===== src/io_space_pkg.sv =====
package io_space_pkg;

  localparam int unsigned IO_SPACE_SIZE = 64;
  localparam logic [5:0]  BIT_ACCESS_LAST = 6'h1f;
  localparam logic [7:0]  REG_RESET_VALUE = 8'h00;
  localparam logic [1:0]  CLK_SRC_INTERNAL = 2'h0;
  localparam int unsigned CLK_SRC_LSB = 0;

  localparam logic [5:0] PORT_B_PIN_INPUT          = 6'h00;
  localparam logic [5:0] PORT_B_DIRECTION          = 6'h01;
  localparam logic [5:0] PORT_B_OUTPUT             = 6'h02;
  localparam logic [5:0] PORT_B_PULLUP_ENABLE      = 6'h03;
  localparam logic [5:0] PORT_CONTROL              = 6'h0c;
  localparam logic [5:0] PIN_CHANGE_MASK           = 6'h10;
  localparam logic [5:0] PIN_CHANGE_FLAG           = 6'h11;
  localparam logic [5:0] PIN_CHANGE_CONTROL        = 6'h12;
  localparam logic [5:0] EXT_IRQ_MASK              = 6'h13;
  localparam logic [5:0] EXT_IRQ_FLAG              = 6'h14;
  localparam logic [5:0] EXT_IRQ_SENSE_CONTROL     = 6'h15;
  localparam logic [5:0] DIGITAL_INPUT_DISABLE     = 6'h17;
  localparam logic [5:0] CONVERTER_RESULT          = 6'h19;
  localparam logic [5:0] CONVERTER_CHANNEL_SELECT  = 6'h1b;
  localparam logic [5:0] CONVERTER_TRIGGER_SELECT  = 6'h1c;
  localparam logic [5:0] CONVERTER_CONTROL_STATUS  = 6'h1d;
  localparam logic [5:0] COMPARATOR_CONTROL_STATUS = 6'h1f;
  localparam logic [5:0] TIMER_CAPTURE_LOW         = 6'h22;
  localparam logic [5:0] TIMER_COUNT_HIGH          = 6'h29;
  localparam logic [5:0] TIMER_IRQ_FLAGS           = 6'h2a;
  localparam logic [5:0] TIMER_IRQ_MASK            = 6'h2b;
  localparam logic [5:0] TIMER_CONTROL_C           = 6'h2c;
  localparam logic [5:0] TIMER_CONTROL_B           = 6'h2d;
  localparam logic [5:0] TIMER_CONTROL_A           = 6'h2e;
  localparam logic [5:0] TIMER_GENERAL_CONTROL     = 6'h2f;
  localparam logic [5:0] WATCHDOG_CONTROL_STATUS   = 6'h31;
  localparam logic [5:0] NVM_CONTROL_STATUS        = 6'h32;
  localparam logic [5:0] NVM_COMMAND               = 6'h33;
  localparam logic [5:0] SUPPLY_MONITOR_CONTROL    = 6'h34;
  localparam logic [5:0] POWER_REDUCTION           = 6'h35;
  localparam logic [5:0] CLOCK_PRESCALE            = 6'h36;
  localparam logic [5:0] CLOCK_SOURCE_SELECT       = 6'h37;
  localparam logic [5:0] OSCILLATOR_CALIBRATION    = 6'h39;
  localparam logic [5:0] SLEEP_MODE_CONTROL        = 6'h3a;
  localparam logic [5:0] RESET_CAUSE_FLAGS         = 6'h3b;
  localparam logic [5:0] CONFIG_CHANGE_PROTECT     = 6'h3c;
  localparam logic [5:0] STACK_POINTER_LOW         = 6'h3d;
  localparam logic [5:0] PROCESSOR_STATUS          = 6'h3f;

  // flag bit positions that hardware events set, plus live status bits (comparator output, NVM busy)
  localparam int unsigned CONV_FLAG_BIT = 4;
  localparam int unsigned CMP_FLAG_BIT  = 4;
  localparam int unsigned CMP_OUT_BIT   = 5;
  localparam int unsigned WDT_FLAG_BIT  = 7;
  localparam int unsigned VLM_FLAG_BIT  = 7;
  localparam int unsigned NVM_BUSY_BIT  = 7;

  typedef enum logic [2:0] {
    IO_IDLE,
    IO_READ,
    IO_WRITE,
    IO_SET_BIT,
    IO_CLEAR_BIT,
    IO_SKIP_IF_SET,
    IO_SKIP_IF_CLEAR
  } io_op_t;

  // implemented bits per address; zero marks a reserved location
  function automatic logic [7:0] impl_mask(input logic [5:0] a);
    case (a)
      6'h00, 6'h01, 6'h02, 6'h03, 6'h10, 6'h17, 6'h36, 6'h3a: impl_mask = 8'h0f;
      6'h0c:                                                 impl_mask = 8'h02;
      6'h11, 6'h12, 6'h13, 6'h14:                            impl_mask = 8'h01;
      6'h15, 6'h1b, 6'h35, 6'h37:                            impl_mask = 8'h03;
      6'h1c:                                                 impl_mask = 8'h07;
      6'h1f:                                                 impl_mask = 8'hbf;
      6'h2a, 6'h2b:                                          impl_mask = 8'h27;
      6'h2c:                                                 impl_mask = 8'hc0;
      6'h2d:                                                 impl_mask = 8'hdf;
      6'h2e:                                                 impl_mask = 8'hf3;
      6'h2f:                                                 impl_mask = 8'h81;
      6'h31:                                                 impl_mask = 8'hef;
      6'h32:                                                 impl_mask = 8'h80;
      6'h33:                                                 impl_mask = 8'h3f;
      6'h34:                                                 impl_mask = 8'hc7;
      6'h3b:                                                 impl_mask = 8'h0b;
      6'h19, 6'h1d, 6'h22, 6'h23, 6'h24, 6'h25, 6'h26, 6'h27,
      6'h28, 6'h29, 6'h39, 6'h3c, 6'h3d, 6'h3e, 6'h3f:       impl_mask = 8'hff;
      default:                                               impl_mask = 8'h00;
    endcase
  endfunction

  // status flags cleared by writing one
  function automatic logic [7:0] w1c_mask(input logic [5:0] a);
    case (a)
      6'h11, 6'h14: w1c_mask = 8'h01;
      6'h1d, 6'h1f: w1c_mask = 8'h10;
      6'h2a:        w1c_mask = 8'h27;
      6'h31, 6'h34: w1c_mask = 8'h80;
      default:      w1c_mask = 8'h00;
    endcase
  endfunction

  // bits that mirror peripheral state and ignore writes
  function automatic logic [7:0] ro_mask(input logic [5:0] a);
    case (a)
      6'h00:   ro_mask = 8'h0f;
      6'h19:   ro_mask = 8'hff;
      6'h1f:   ro_mask = 8'h20;
      6'h32:   ro_mask = 8'h80;
      default: ro_mask = 8'h00;
    endcase
  endfunction

  // write-only strobe registers read back as zero
  function automatic logic [7:0] read_mask(input logic [5:0] a);
    if (a == 6'h2c || a == 6'h3c) begin
      read_mask = 8'h00;
    end else begin
      read_mask = impl_mask(a);
    end
  endfunction

  function automatic logic [7:0] rw_mask(input logic [5:0] a);
    rw_mask = impl_mask(a) & ~w1c_mask(a) & ~ro_mask(a);
  endfunction

endpackage


===== src/io_register_space.sv =====
`timescale 1ns/1ps

// Operation
// - reset selects internal 8 MHz oscillator clock
// - set/clear single bits at 0x00-0x1F
// - core may test single bits at 0x00-0x1F
// - writing one clears flag, zero keeps it
// - bit operation touches only the addressed bit
// - bit operations above 0x1F refused, bytes only
module io_register_space (
  input  wire logic                             clk_in,
  input  wire logic                             rst_b_in,
  input  wire io_space_pkg::io_op_t             io_op_in,
  input  wire logic [5:0]                       io_addr_in,
  input  wire logic [2:0]                       io_bit_in,
  input  wire logic [7:0]                       io_wdata_in,
  input  wire logic [3:0]                       pin_b_in,
  input  wire logic [7:0]                       conv_result_in,
  input  wire logic                             cmp_out_in,
  input  wire logic                             nvm_busy_in,
  input  wire logic                             pin_change_event_in,
  input  wire logic                             ext_irq_event_in,
  input  wire logic [7:0]                       timer_event_in,
  input  wire logic                             conv_done_event_in,
  input  wire logic                             cmp_event_in,
  input  wire logic                             wdt_event_in,
  input  wire logic                             vlm_event_in,
  output logic      [7:0]                       io_rdata_out,
  output logic                                  skip_out,
  output logic                                  io_done_out,
  output logic                                  op_refused_out,
  output logic      [63:0]                      periph_sel_out,
  output logic      [63:0][7:0]                 io_regs_out,
  output logic                                  internal_osc_sel_out
);
  import io_space_pkg::*;

  logic [7:0]       regs_q [IO_SPACE_SIZE];
  logic [7:0]       regs_d [IO_SPACE_SIZE];
  logic [7:0]       hw_set [IO_SPACE_SIZE];
  logic [7:0]       hw_val [IO_SPACE_SIZE];
  logic [3:0]       pin_meta_q;
  logic [3:0]       pin_sync_q;
  logic [7:0]       rd_val;
  logic [7:0]       bit_sel;
  logic             is_bit_op;
  logic             is_test_op;
  logic             in_bit_range;
  logic             addr_mapped;

  // pins are asynchronous to the core clock
  always_ff @(posedge clk_in) begin
    if (!rst_b_in) begin
      pin_meta_q <= 4'h0;
      pin_sync_q <= 4'h0;
    end else begin
      pin_meta_q <= pin_b_in;
      pin_sync_q <= pin_meta_q;
    end
  end

  assign bit_sel      = 8'h01 << io_bit_in;
  assign in_bit_range = (io_addr_in <= BIT_ACCESS_LAST);
  assign is_bit_op    = (io_op_in == IO_SET_BIT) || (io_op_in == IO_CLEAR_BIT);
  assign is_test_op   = (io_op_in == IO_SKIP_IF_SET) || (io_op_in == IO_SKIP_IF_CLEAR);
  assign addr_mapped  = (impl_mask(io_addr_in) != 8'h00);

  // event and live-status routing onto the address map
  always_comb begin
    for (int i = 0; i < IO_SPACE_SIZE; i++) begin
      hw_set[i] = 8'h00;
      hw_val[i] = 8'h00;
    end
    hw_set[PIN_CHANGE_FLAG][0]                       = pin_change_event_in;
    hw_set[EXT_IRQ_FLAG][0]                          = ext_irq_event_in;
    hw_set[TIMER_IRQ_FLAGS]                          = timer_event_in & w1c_mask(TIMER_IRQ_FLAGS);
    hw_set[CONVERTER_CONTROL_STATUS][CONV_FLAG_BIT]  = conv_done_event_in;
    hw_set[COMPARATOR_CONTROL_STATUS][CMP_FLAG_BIT]  = cmp_event_in;
    hw_set[WATCHDOG_CONTROL_STATUS][WDT_FLAG_BIT]    = wdt_event_in;
    hw_set[SUPPLY_MONITOR_CONTROL][VLM_FLAG_BIT]     = vlm_event_in;
    hw_val[PORT_B_PIN_INPUT]                         = {4'h0, pin_sync_q};
    hw_val[CONVERTER_RESULT]                         = conv_result_in;
    hw_val[COMPARATOR_CONTROL_STATUS][CMP_OUT_BIT]   = cmp_out_in;
    hw_val[NVM_CONTROL_STATUS][NVM_BUSY_BIT]         = nvm_busy_in;
  end

  // reserved locations and unimplemented bits read as zero
  assign rd_val = ((regs_q[io_addr_in] & ~ro_mask(io_addr_in)) | hw_val[io_addr_in])
                  & read_mask(io_addr_in);

  genvar g;
  generate
    for (g = 0; g < IO_SPACE_SIZE; g++) begin : g_reg
      localparam logic [5:0] ADDR = 6'(g);
      localparam logic [7:0] RW   = rw_mask(ADDR);
      localparam logic [7:0] W1C  = w1c_mask(ADDR);
      logic wr_hit;
      logic bit_hit;

      assign wr_hit  = (io_op_in == IO_WRITE) && (io_addr_in == ADDR);
      // bit ops only land at or below the last bit-access address
      assign bit_hit = is_bit_op && in_bit_range && (io_addr_in == ADDR);

      always_comb begin
        regs_d[g] = regs_q[g];
        if (wr_hit) begin
          regs_d[g] = (regs_d[g] & ~RW) | (io_wdata_in & RW);
          regs_d[g] = regs_d[g] & ~(io_wdata_in & W1C);
        end
        if (bit_hit) begin
          // only the addressed bit is written, so neighbouring flags survive
          if (io_op_in == IO_SET_BIT) begin
            regs_d[g] = regs_d[g] | (bit_sel & RW);
            regs_d[g] = regs_d[g] & ~(bit_sel & W1C);
          end else begin
            regs_d[g] = regs_d[g] & ~(bit_sel & RW);
          end
        end
        // a flag event in the clearing cycle is kept
        regs_d[g] = regs_d[g] | (hw_set[g] & W1C);
      end

      always_ff @(posedge clk_in) begin
        if (!rst_b_in) begin
          regs_q[g] <= REG_RESET_VALUE;
        end else begin
          regs_q[g] <= regs_d[g];
        end
      end

      assign io_regs_out[g] = regs_q[g];
      // select only on real traffic to a mapped location
      assign periph_sel_out[g] = (impl_mask(ADDR) != 8'h00) && (io_addr_in == ADDR)
                                 && (io_op_in != IO_IDLE)
                                 && !((is_bit_op || is_test_op) && !in_bit_range);
    end
  endgenerate

  // reset value of the source field is the internal oscillator
  assign internal_osc_sel_out =
    (regs_q[CLOCK_SOURCE_SELECT][CLK_SRC_LSB +: 2] == CLK_SRC_INTERNAL);

  // answers one cycle after the request
  always_ff @(posedge clk_in) begin
    if (!rst_b_in) begin
      io_rdata_out <= 8'h00;
      skip_out     <= 1'b0;
    end else begin
      if (io_op_in == IO_READ) begin
        io_rdata_out <= rd_val;
      end
      if (is_test_op && in_bit_range) begin
        skip_out <= (io_op_in == IO_SKIP_IF_SET) ? rd_val[io_bit_in]
                                                  : !rd_val[io_bit_in];
      end else begin
        skip_out <= 1'b0;
      end
    end
  end

  always_ff @(posedge clk_in) begin
    if (!rst_b_in) begin
      io_done_out    <= 1'b0;
      op_refused_out <= 1'b0;
    end else begin
      io_done_out    <= (io_op_in != IO_IDLE);
      // refusal shows the core misused the space; logic stays untouched
      op_refused_out <= ((is_bit_op || is_test_op) && !in_bit_range)
                        || ((io_op_in == IO_WRITE) && !addr_mapped);
    end
  end

  // checking helpers: last operation and the byte it met
  io_op_t     last_op_q;
  logic [5:0] last_addr_q;
  logic [2:0] last_bit_q;
  logic [7:0] last_wdata_q;
  logic [7:0] last_byte_q;
  logic [7:0] last_hw_q;
  logic       last_valid_q;
  logic       last_rw_hit;
  logic       last_w1c_hit;

  always_ff @(posedge clk_in) begin
    if (!rst_b_in) begin
      last_op_q    <= IO_IDLE;
      last_addr_q  <= 6'h00;
      last_bit_q   <= 3'h0;
      last_wdata_q <= 8'h00;
      last_byte_q  <= 8'h00;
      last_hw_q    <= 8'h00;
      last_valid_q <= 1'b0;
    end else begin
      last_op_q    <= io_op_in;
      last_addr_q  <= io_addr_in;
      last_bit_q   <= io_bit_in;
      last_wdata_q <= io_wdata_in;
      last_byte_q  <= regs_q[io_addr_in];
      last_hw_q    <= hw_set[io_addr_in];
      last_valid_q <= 1'b1;
    end
  end

  assign last_rw_hit  = |(rw_mask(last_addr_q) & (8'h01 << last_bit_q));
  assign last_w1c_hit = |(w1c_mask(last_addr_q) & (8'h01 << last_bit_q));
endmodule


===== config.mk =====
export PLATFORM = sky130hd
export DESIGN_NAME = io_register_space
export DESIGN_NICKNAME = d
export VERILOG_FILES = /design/src/io_space_pkg.sv /design/src/io_register_space.sv
export SDC_FILE = /design/constraint.sdc
export NUM_CORES = 1
export LEC_CHECK = 0
export BUFFER_PORTS_ARGS = -buffer_cell sky130_fd_sc_hd__buf_2
export CAP_MARGIN = 40
export CORE_AREA = 10 10 243 245
export CTS_CLUSTER_DIAMETER = 200
export CTS_CLUSTER_SIZE = 24
export DETAILED_ROUTE_END_ITERATION = 8
export DIE_AREA = 0 0 253 255
export GPL_ROUTABILITY_DRIVEN = 0
export PLACE_DENSITY = 0.57
export SLEW_MARGIN = 10
export SYNTH_ARGS = -nofsm -noshare
export SYNTH_HDL_FRONTEND = slang
export SYNTH_SLANG_ARGS = --single-unit

===== constraint.sdc =====
create_clock -name clk_in -period 6.3 [get_ports clk_in]
set_input_delay 0.63 -clock clk_in [delete_from_list [all_inputs] [get_ports clk_in]]
set_output_delay 0.63 -clock clk_in [all_outputs]
set_load 0.1 [all_outputs]

; ---- Yosys cells after proc, flatten, opt, wreduce, memory -nomap -nowiden
; Memory sizes are Yosys's and may differ from the RTL's.
; Cells that the tools add are included.
[classes]
muxes = 200
shift = 1
n_eq_ne = 50
magnitude_cmp = 3
bitwise_logic = 217
reduce_logical = 192
[op_table]
columns = op, count
row1 = two-way mux 8 bit, 193
row2 = AND 8 bit, 55
row3 = logical AND 1 bit, 178
row4 = bitwise OR 8 bit, 22
row5 = "equality test 6 bit, second input constant", 28
row6 = bitwise OR 8 x 4 -> 8 bit, 16
row7 = inverter 8 bit, 10
row8 = bitwise OR 8 x 2 -> 8 bit, 10
row9 = "equality test 6 x 5 -> 1 bit, second input constant", 12
row10 = bitwise OR 1 bit, 64
row11 = binary-select mux 8 bit (select 6 bit), 1
row12 = bitwise OR 8 x 1 -> 8 bit, 6
row13 = bitwise OR 8 x 6 -> 8 bit, 5
row14 = bitwise OR 8 x 7 -> 8 bit, 4
row15 = case mux 8 bit (4 select lines), 1
row16 = inverter 6 -> 8 bit, 3
row17 = inverter 1 -> 8 bit, 2
row18 = inverter 2 -> 8 bit, 2
row19 = inverter 4 -> 8 bit, 2
row20 = inverter 5 -> 8 bit, 2
row21 = inverter 7 -> 8 bit, 2
row22 = bitwise OR 6 x 8 -> 8 bit, 2
row23 = bitwise OR 7 x 8 -> 8 bit, 2
row24 = bitwise OR 8 x 3 -> 8 bit, 2
row25 = 24 further kinds, 39
[word_totals]
ff_bits = 19
ramBits = 512
inputBits = 50
mem_bits_ro = 1024
out_inout_bits = 588
mem_count = 3
word_cells = 672
[mem_list]
columns = name, words, word_bits, rd, rd_clocked_by_memory_dff, write_ports, line_no
row1 = (name not given), 64, 8, 1, 0, 0, io_space_pkg.sv:68  ; case (a)
row2 = (name not given), 64, 8, 1, 0, 0, io_space_pkg.sv:68
row3 = regs_q, 64, 8, 65, 0, 64, io_register_space.sv:38  ; logic [7:0] regs_q [IO_SPACE_SIZE];

; ---- Longest topological paths before layout
[logic_depth]
ltp_word = 10
ltp_mapped = 13
ltp_nobuf = 10

; ---- Worst setup path before layout
; No wires, ideal clock.
[synth_timing]
kind = input port to output port
start = input io_addr_in[0]
end = output periph_sel_out[12]
required_ns = 5.670
n_path_buf = 4
stages = 8
path_slack_ns = 1.616
arrival_time_ns = 4.054
cell_sequence = buf_6 > clkinv_1 > clkbuf_1 > ha_1 > clkbuf_1 > nand3_1 > clkbuf_1 > nor3_1
[synth_between]
elab_chain_cells = 5
[synth_lines]
columns = element, line_no
row1 = start: declaration, io_register_space.sv:14  ; input wire logic [5:0] io_addr_in,
row2 = less-or-equal comparator 6 x 5 -> 1 bit, io_register_space.sv:63  ; assign in_bit_range = (io_addr_in <= BIT_ACCESS_LAST);
row3 = logical NOT 1 bit, io_register_space.sv:135  ; && !((is_bit_op || is_test_op) && !in_bit_range);
row4 = logical AND 1 bit, io_register_space.sv:135
row5 = logical NOT 1 bit, io_register_space.sv:135
row6 = logical AND 1 bit *, io_register_space.sv:135
row7 = end: declaration, io_register_space.sv:32  ; output logic [63:0] periph_sel_out,
; Every way passes the cells marked *; elsewhere a longest branch is shown, timed or not.

; ---- Worst setup path after layout
[layout_timing]
start = input io_addr_in[0]
end = register skip_out
[layout_between]
elab_chain_cells = 10
[layout_lines]
columns = element, line_no
row1 = "inverter 6 -> 7 bit, or another cell as far along", --
row2 = binary-select mux 8 bit (select 6 bit) / case mux 8 bit (4 select lines) (equally long branches), "io_register_space.sv:88, io_space_pkg.sv:104"
row3 = two-way mux 8 bit (implied by the code) / inverter 8 bit (equally long branches), io_register_space.sv:88  ; assign rd_val = ((regs_q[io_addr_in] & ~ro_mask(io_addr_in)) | hw_val[io_addr_in])
row4 = two-way mux 8 bit (implied by the code) / AND 8 bit (equally long branches), io_register_space.sv:88
row5 = bitwise OR 8 bit, io_register_space.sv:88
row6 = AND 8 bit, io_register_space.sv:89  ; & read_mask(io_addr_in);
row7 = binary-select mux 1 bit (select 3 bit), "io_register_space.sv:153, io_register_space.sv:154"
row8 = two-way mux 1 bit (implied by the code), "io_register_space.sv:153, io_register_space.sv:154"
row9 = logical NOT 1 bit, io_register_space.sv:154  ; : !rd_val[io_bit_in];
row10 = two-way mux 1 bit, io_register_space.sv:153  ; skip_out <= (io_op_in == IO_SKIP_IF_SET) ? rd_val[io_bit_in]
row11 = end signal: assignment, io_register_space.sv:153
row12 = end: declaration, io_register_space.sv:29  ; output logic skip_out,
; Parallel ways exist; a longest one is shown, timed or not. The select of a mux whose other input is x is not followed.
; A chain may end at the register's enable or synchronous reset.

==> reports/qor.yml <==
route:
  antenna_left: 0
  vias: 14000
  drc: 0
  wl_met3_um: 8740
  drt_iter0_drc: 1373
  wl_met2_um: 34000
  drtPass1Iterations: 7
  detail_route.wl_per_cell_um: 25.6
  wirelength_um: 71800
  vias_per_cell: 5.02
  highest_layer: "met5"
  met1_length_um: 26400
sta:
  maxSlewHeadroom_pct: 38.5
  setup-violations-final: 0
  hold_viol: 0
  finClkSkew_ps: 26.5
  post-route-min-period_ps: 4650
  tns_ps: 0
  worst-slew-pin-transition_ps: 922
  fmax_mhz: 215
  rsz0062_at_grt: "no"
  fin_crit_sh_pct: 73.9
  maxSlewViolCount: 0
  worst_hold_slack_ps: 319
  finalWorstSetupSlack_ps: 1650
grt:
  grt_usage_pct: 20.5
  grt_pass1_vias: 13100
  grt_pass1_wl_um: 98200
  overflow: 0
  antenna_found_initial: 4
  grt_max_degree: 100
die:
  rows: 86
  die-height_um: 255
  initial_core_util_pct: 27.3
  fp.dieArea_mm2: 0.0645
  top_level_ports: 638
  die_x_um: 253
  core_mm2: 0.0544
logic_synthesis:
  syn_inst: 1879
  ys_seq_area_share_pct: 30.6
  syn_area_mm2: 0.0149
  ys_ff_latch: 227
  synthTopCellsByArea: "dfxtp_1 31%, buf_4 17%, a21boi_0 8.6%"
  synth_top_area_share_pct: 30.6
  yosysWarningCount: 0
  synth_top_area_cell: "dfxtp_1"
  synthArstFlopShare_pct: 0
  syn_area_per_cell_um2: 7.91
  yosysUniqueCellTypes: 77
  ys.flop_type: "dfxtp_1"
  synth_edf_count: 0
final_layout:
  syn_to_final_growth_pct: 7.80
  final_common_cell: "conb_1"
  design_area_mm2: 0.0160
  nets: 2155
  final_cell_mix: "323 x conb_1, 309 x buf_2, 281 x nand2_1"
  fin_util_pct: 29.4
  drive_above_1_share_pct: 19.8
clock_network:
  cts_tree: "done"
  cts_hold_buf: 0
  post_cts_buffers: 0
  cts_buffers: 13
  clockBufferDepth: 3
  htreeDepth: 1
  clockRootBuffer: "clkbuf_16"
  cts_resized: 0
  clock_sinks: 227
  clk_latency_ps: 510
  path_clk_slew_ps: 100
placement:
  io_buffers: 310
  place_ws_ps: 1410
  dp_hpwl_um: 55300
  dpl_cell_area_mm2: 0.0157
power_and_ir_drop:
  p_per_area_mw_per_mm2: 226
  max-vdd-ir-drop_uv: 182
  leakage_nw: 6.82
setup_path:
  worstPathCellList: "buf_2 > clkinv_1 > ha_1 > nand3_1 > a21oi_1 > o311ai_0 > a311oi_1 > o31a_1 > a2111oi_2 > mux2i_1"
  crit_fanout: 21
  max_stage_delay_ps: 870
  cp-end-kind: "flop"
  required_ps: 6740
  startpoint_type: "input port"
  crit_type: "in -> reg"
  path_buf_inv: 2
  cpLargestDelayFamily: "compound AO/OA/AOI/OAI gates"
  crit_path_top_delay_cell: "clkinv_1"
  crit_arrival_ps: 5090
hold_path:
  hold_class: "in -> reg"
outcome:
  status: "completed"
flow_run:
  drv_cap: 0
Yosys cell counts (all sizes together), types with 10 or more instances:
library cell,count
dfxtp,227
mux4,12
nor3,21
a21oi,38
and2,17
inv,11
nand3,33
o221a,11
clkbuf,93
nor2,137
nand2,282
nand2b,13
a21boi,171
mux2,24
o21ai,152
buf,363
nor2b,36
mux2i,50
a22oi,15
ha,10
cell type report:
class / count / area [um2]
diodes: 2 / 5.00
clock buffers: 13 / 325
clock inverters: 2 / 25.0
fillers: 5870 / 38400
inverters: 13 / 48.8
multi-input cells: 1505 / 8420
flip-flops and latches: 227 / 4540
well taps: 704 / 881
repair buffers: 335 / 1770
registers in the layout (all words and copies together), names as in the netlist:
register and cells:
skip_out 1, io_rdata_out 8, regs_q 208, io_done_out 1
pin_sync_q 4, pin_meta_q 4, op_refused_out 1
metrics by stage:
| stage | cells | power, mW |
|---|---|---|
| CTS | 2799 | 3.60 |
| global route | 2800 | 3.71 |
| floorplan | 2201 | 2.75 |
| global placement | 2781 | 2.72 |
| finish | 2801 | 3.62 |
| detailed placement | 2784 | 2.72 |
path summary, 6_finish.rpt:
| kind | endpoint | from | cells past startpoint | slack (ps) |
|---|---|---|---|---|
| hold reg to reg | pin_sync_q[2] | pin_meta_q[2] | 1 | 440 |
| setup / recovery | skip_out | io_addr_in[0] | 10 | 1650 |
| setup reg to reg | skip_out | regs_q[46][7] | 8 | 3500 |
| hold / removal | pin_meta_q[2] | pin_b_in[2] | 2 | 320 |
power breakdown:
| group | internal (mW) | switching, mW | total, mW |
|---|---|---|---|
| Sequential | 1.44 | 0.00845 | 1.45 |
| Combinational | 0.0974 | 1.16 | 1.26 |
| Clock | 0.382 | 0.523 | 0.905 |
| Total | 1.92 | 1.69 | 3.62 |
per-layer routing:
metal  GRT usage (%)  vias up
li1                -     6239
met1            24.5     6798
met2            34.2      898
met3            6.57      107
met4            7.05        6
met5               0        -
kinds of logic after synthesis:
group	Yosys count	synth area share, %
AOI/OAI and AO/OA	499	23.0
xor gates and xnor gates	1	0.0590
adders and majority gates	10	0.842
buffers and inverters	469	20.9
DFF	227	30.6
muxes	86	7.01
other	1	0.0252
and+or+nand+nor	586	17.5
worst reg2reg max path: stages, from the launching register on:
cell,delay (ps)
dfxtp_1,370
mux4_2,520
o2bb2ai_1,300
a211oi_1,130
o31ai_2,290
o21ai_1,130
a22o_1,240
a2111oi_2,520
mux2i_1,250
(Power assumes the default switching activity.)
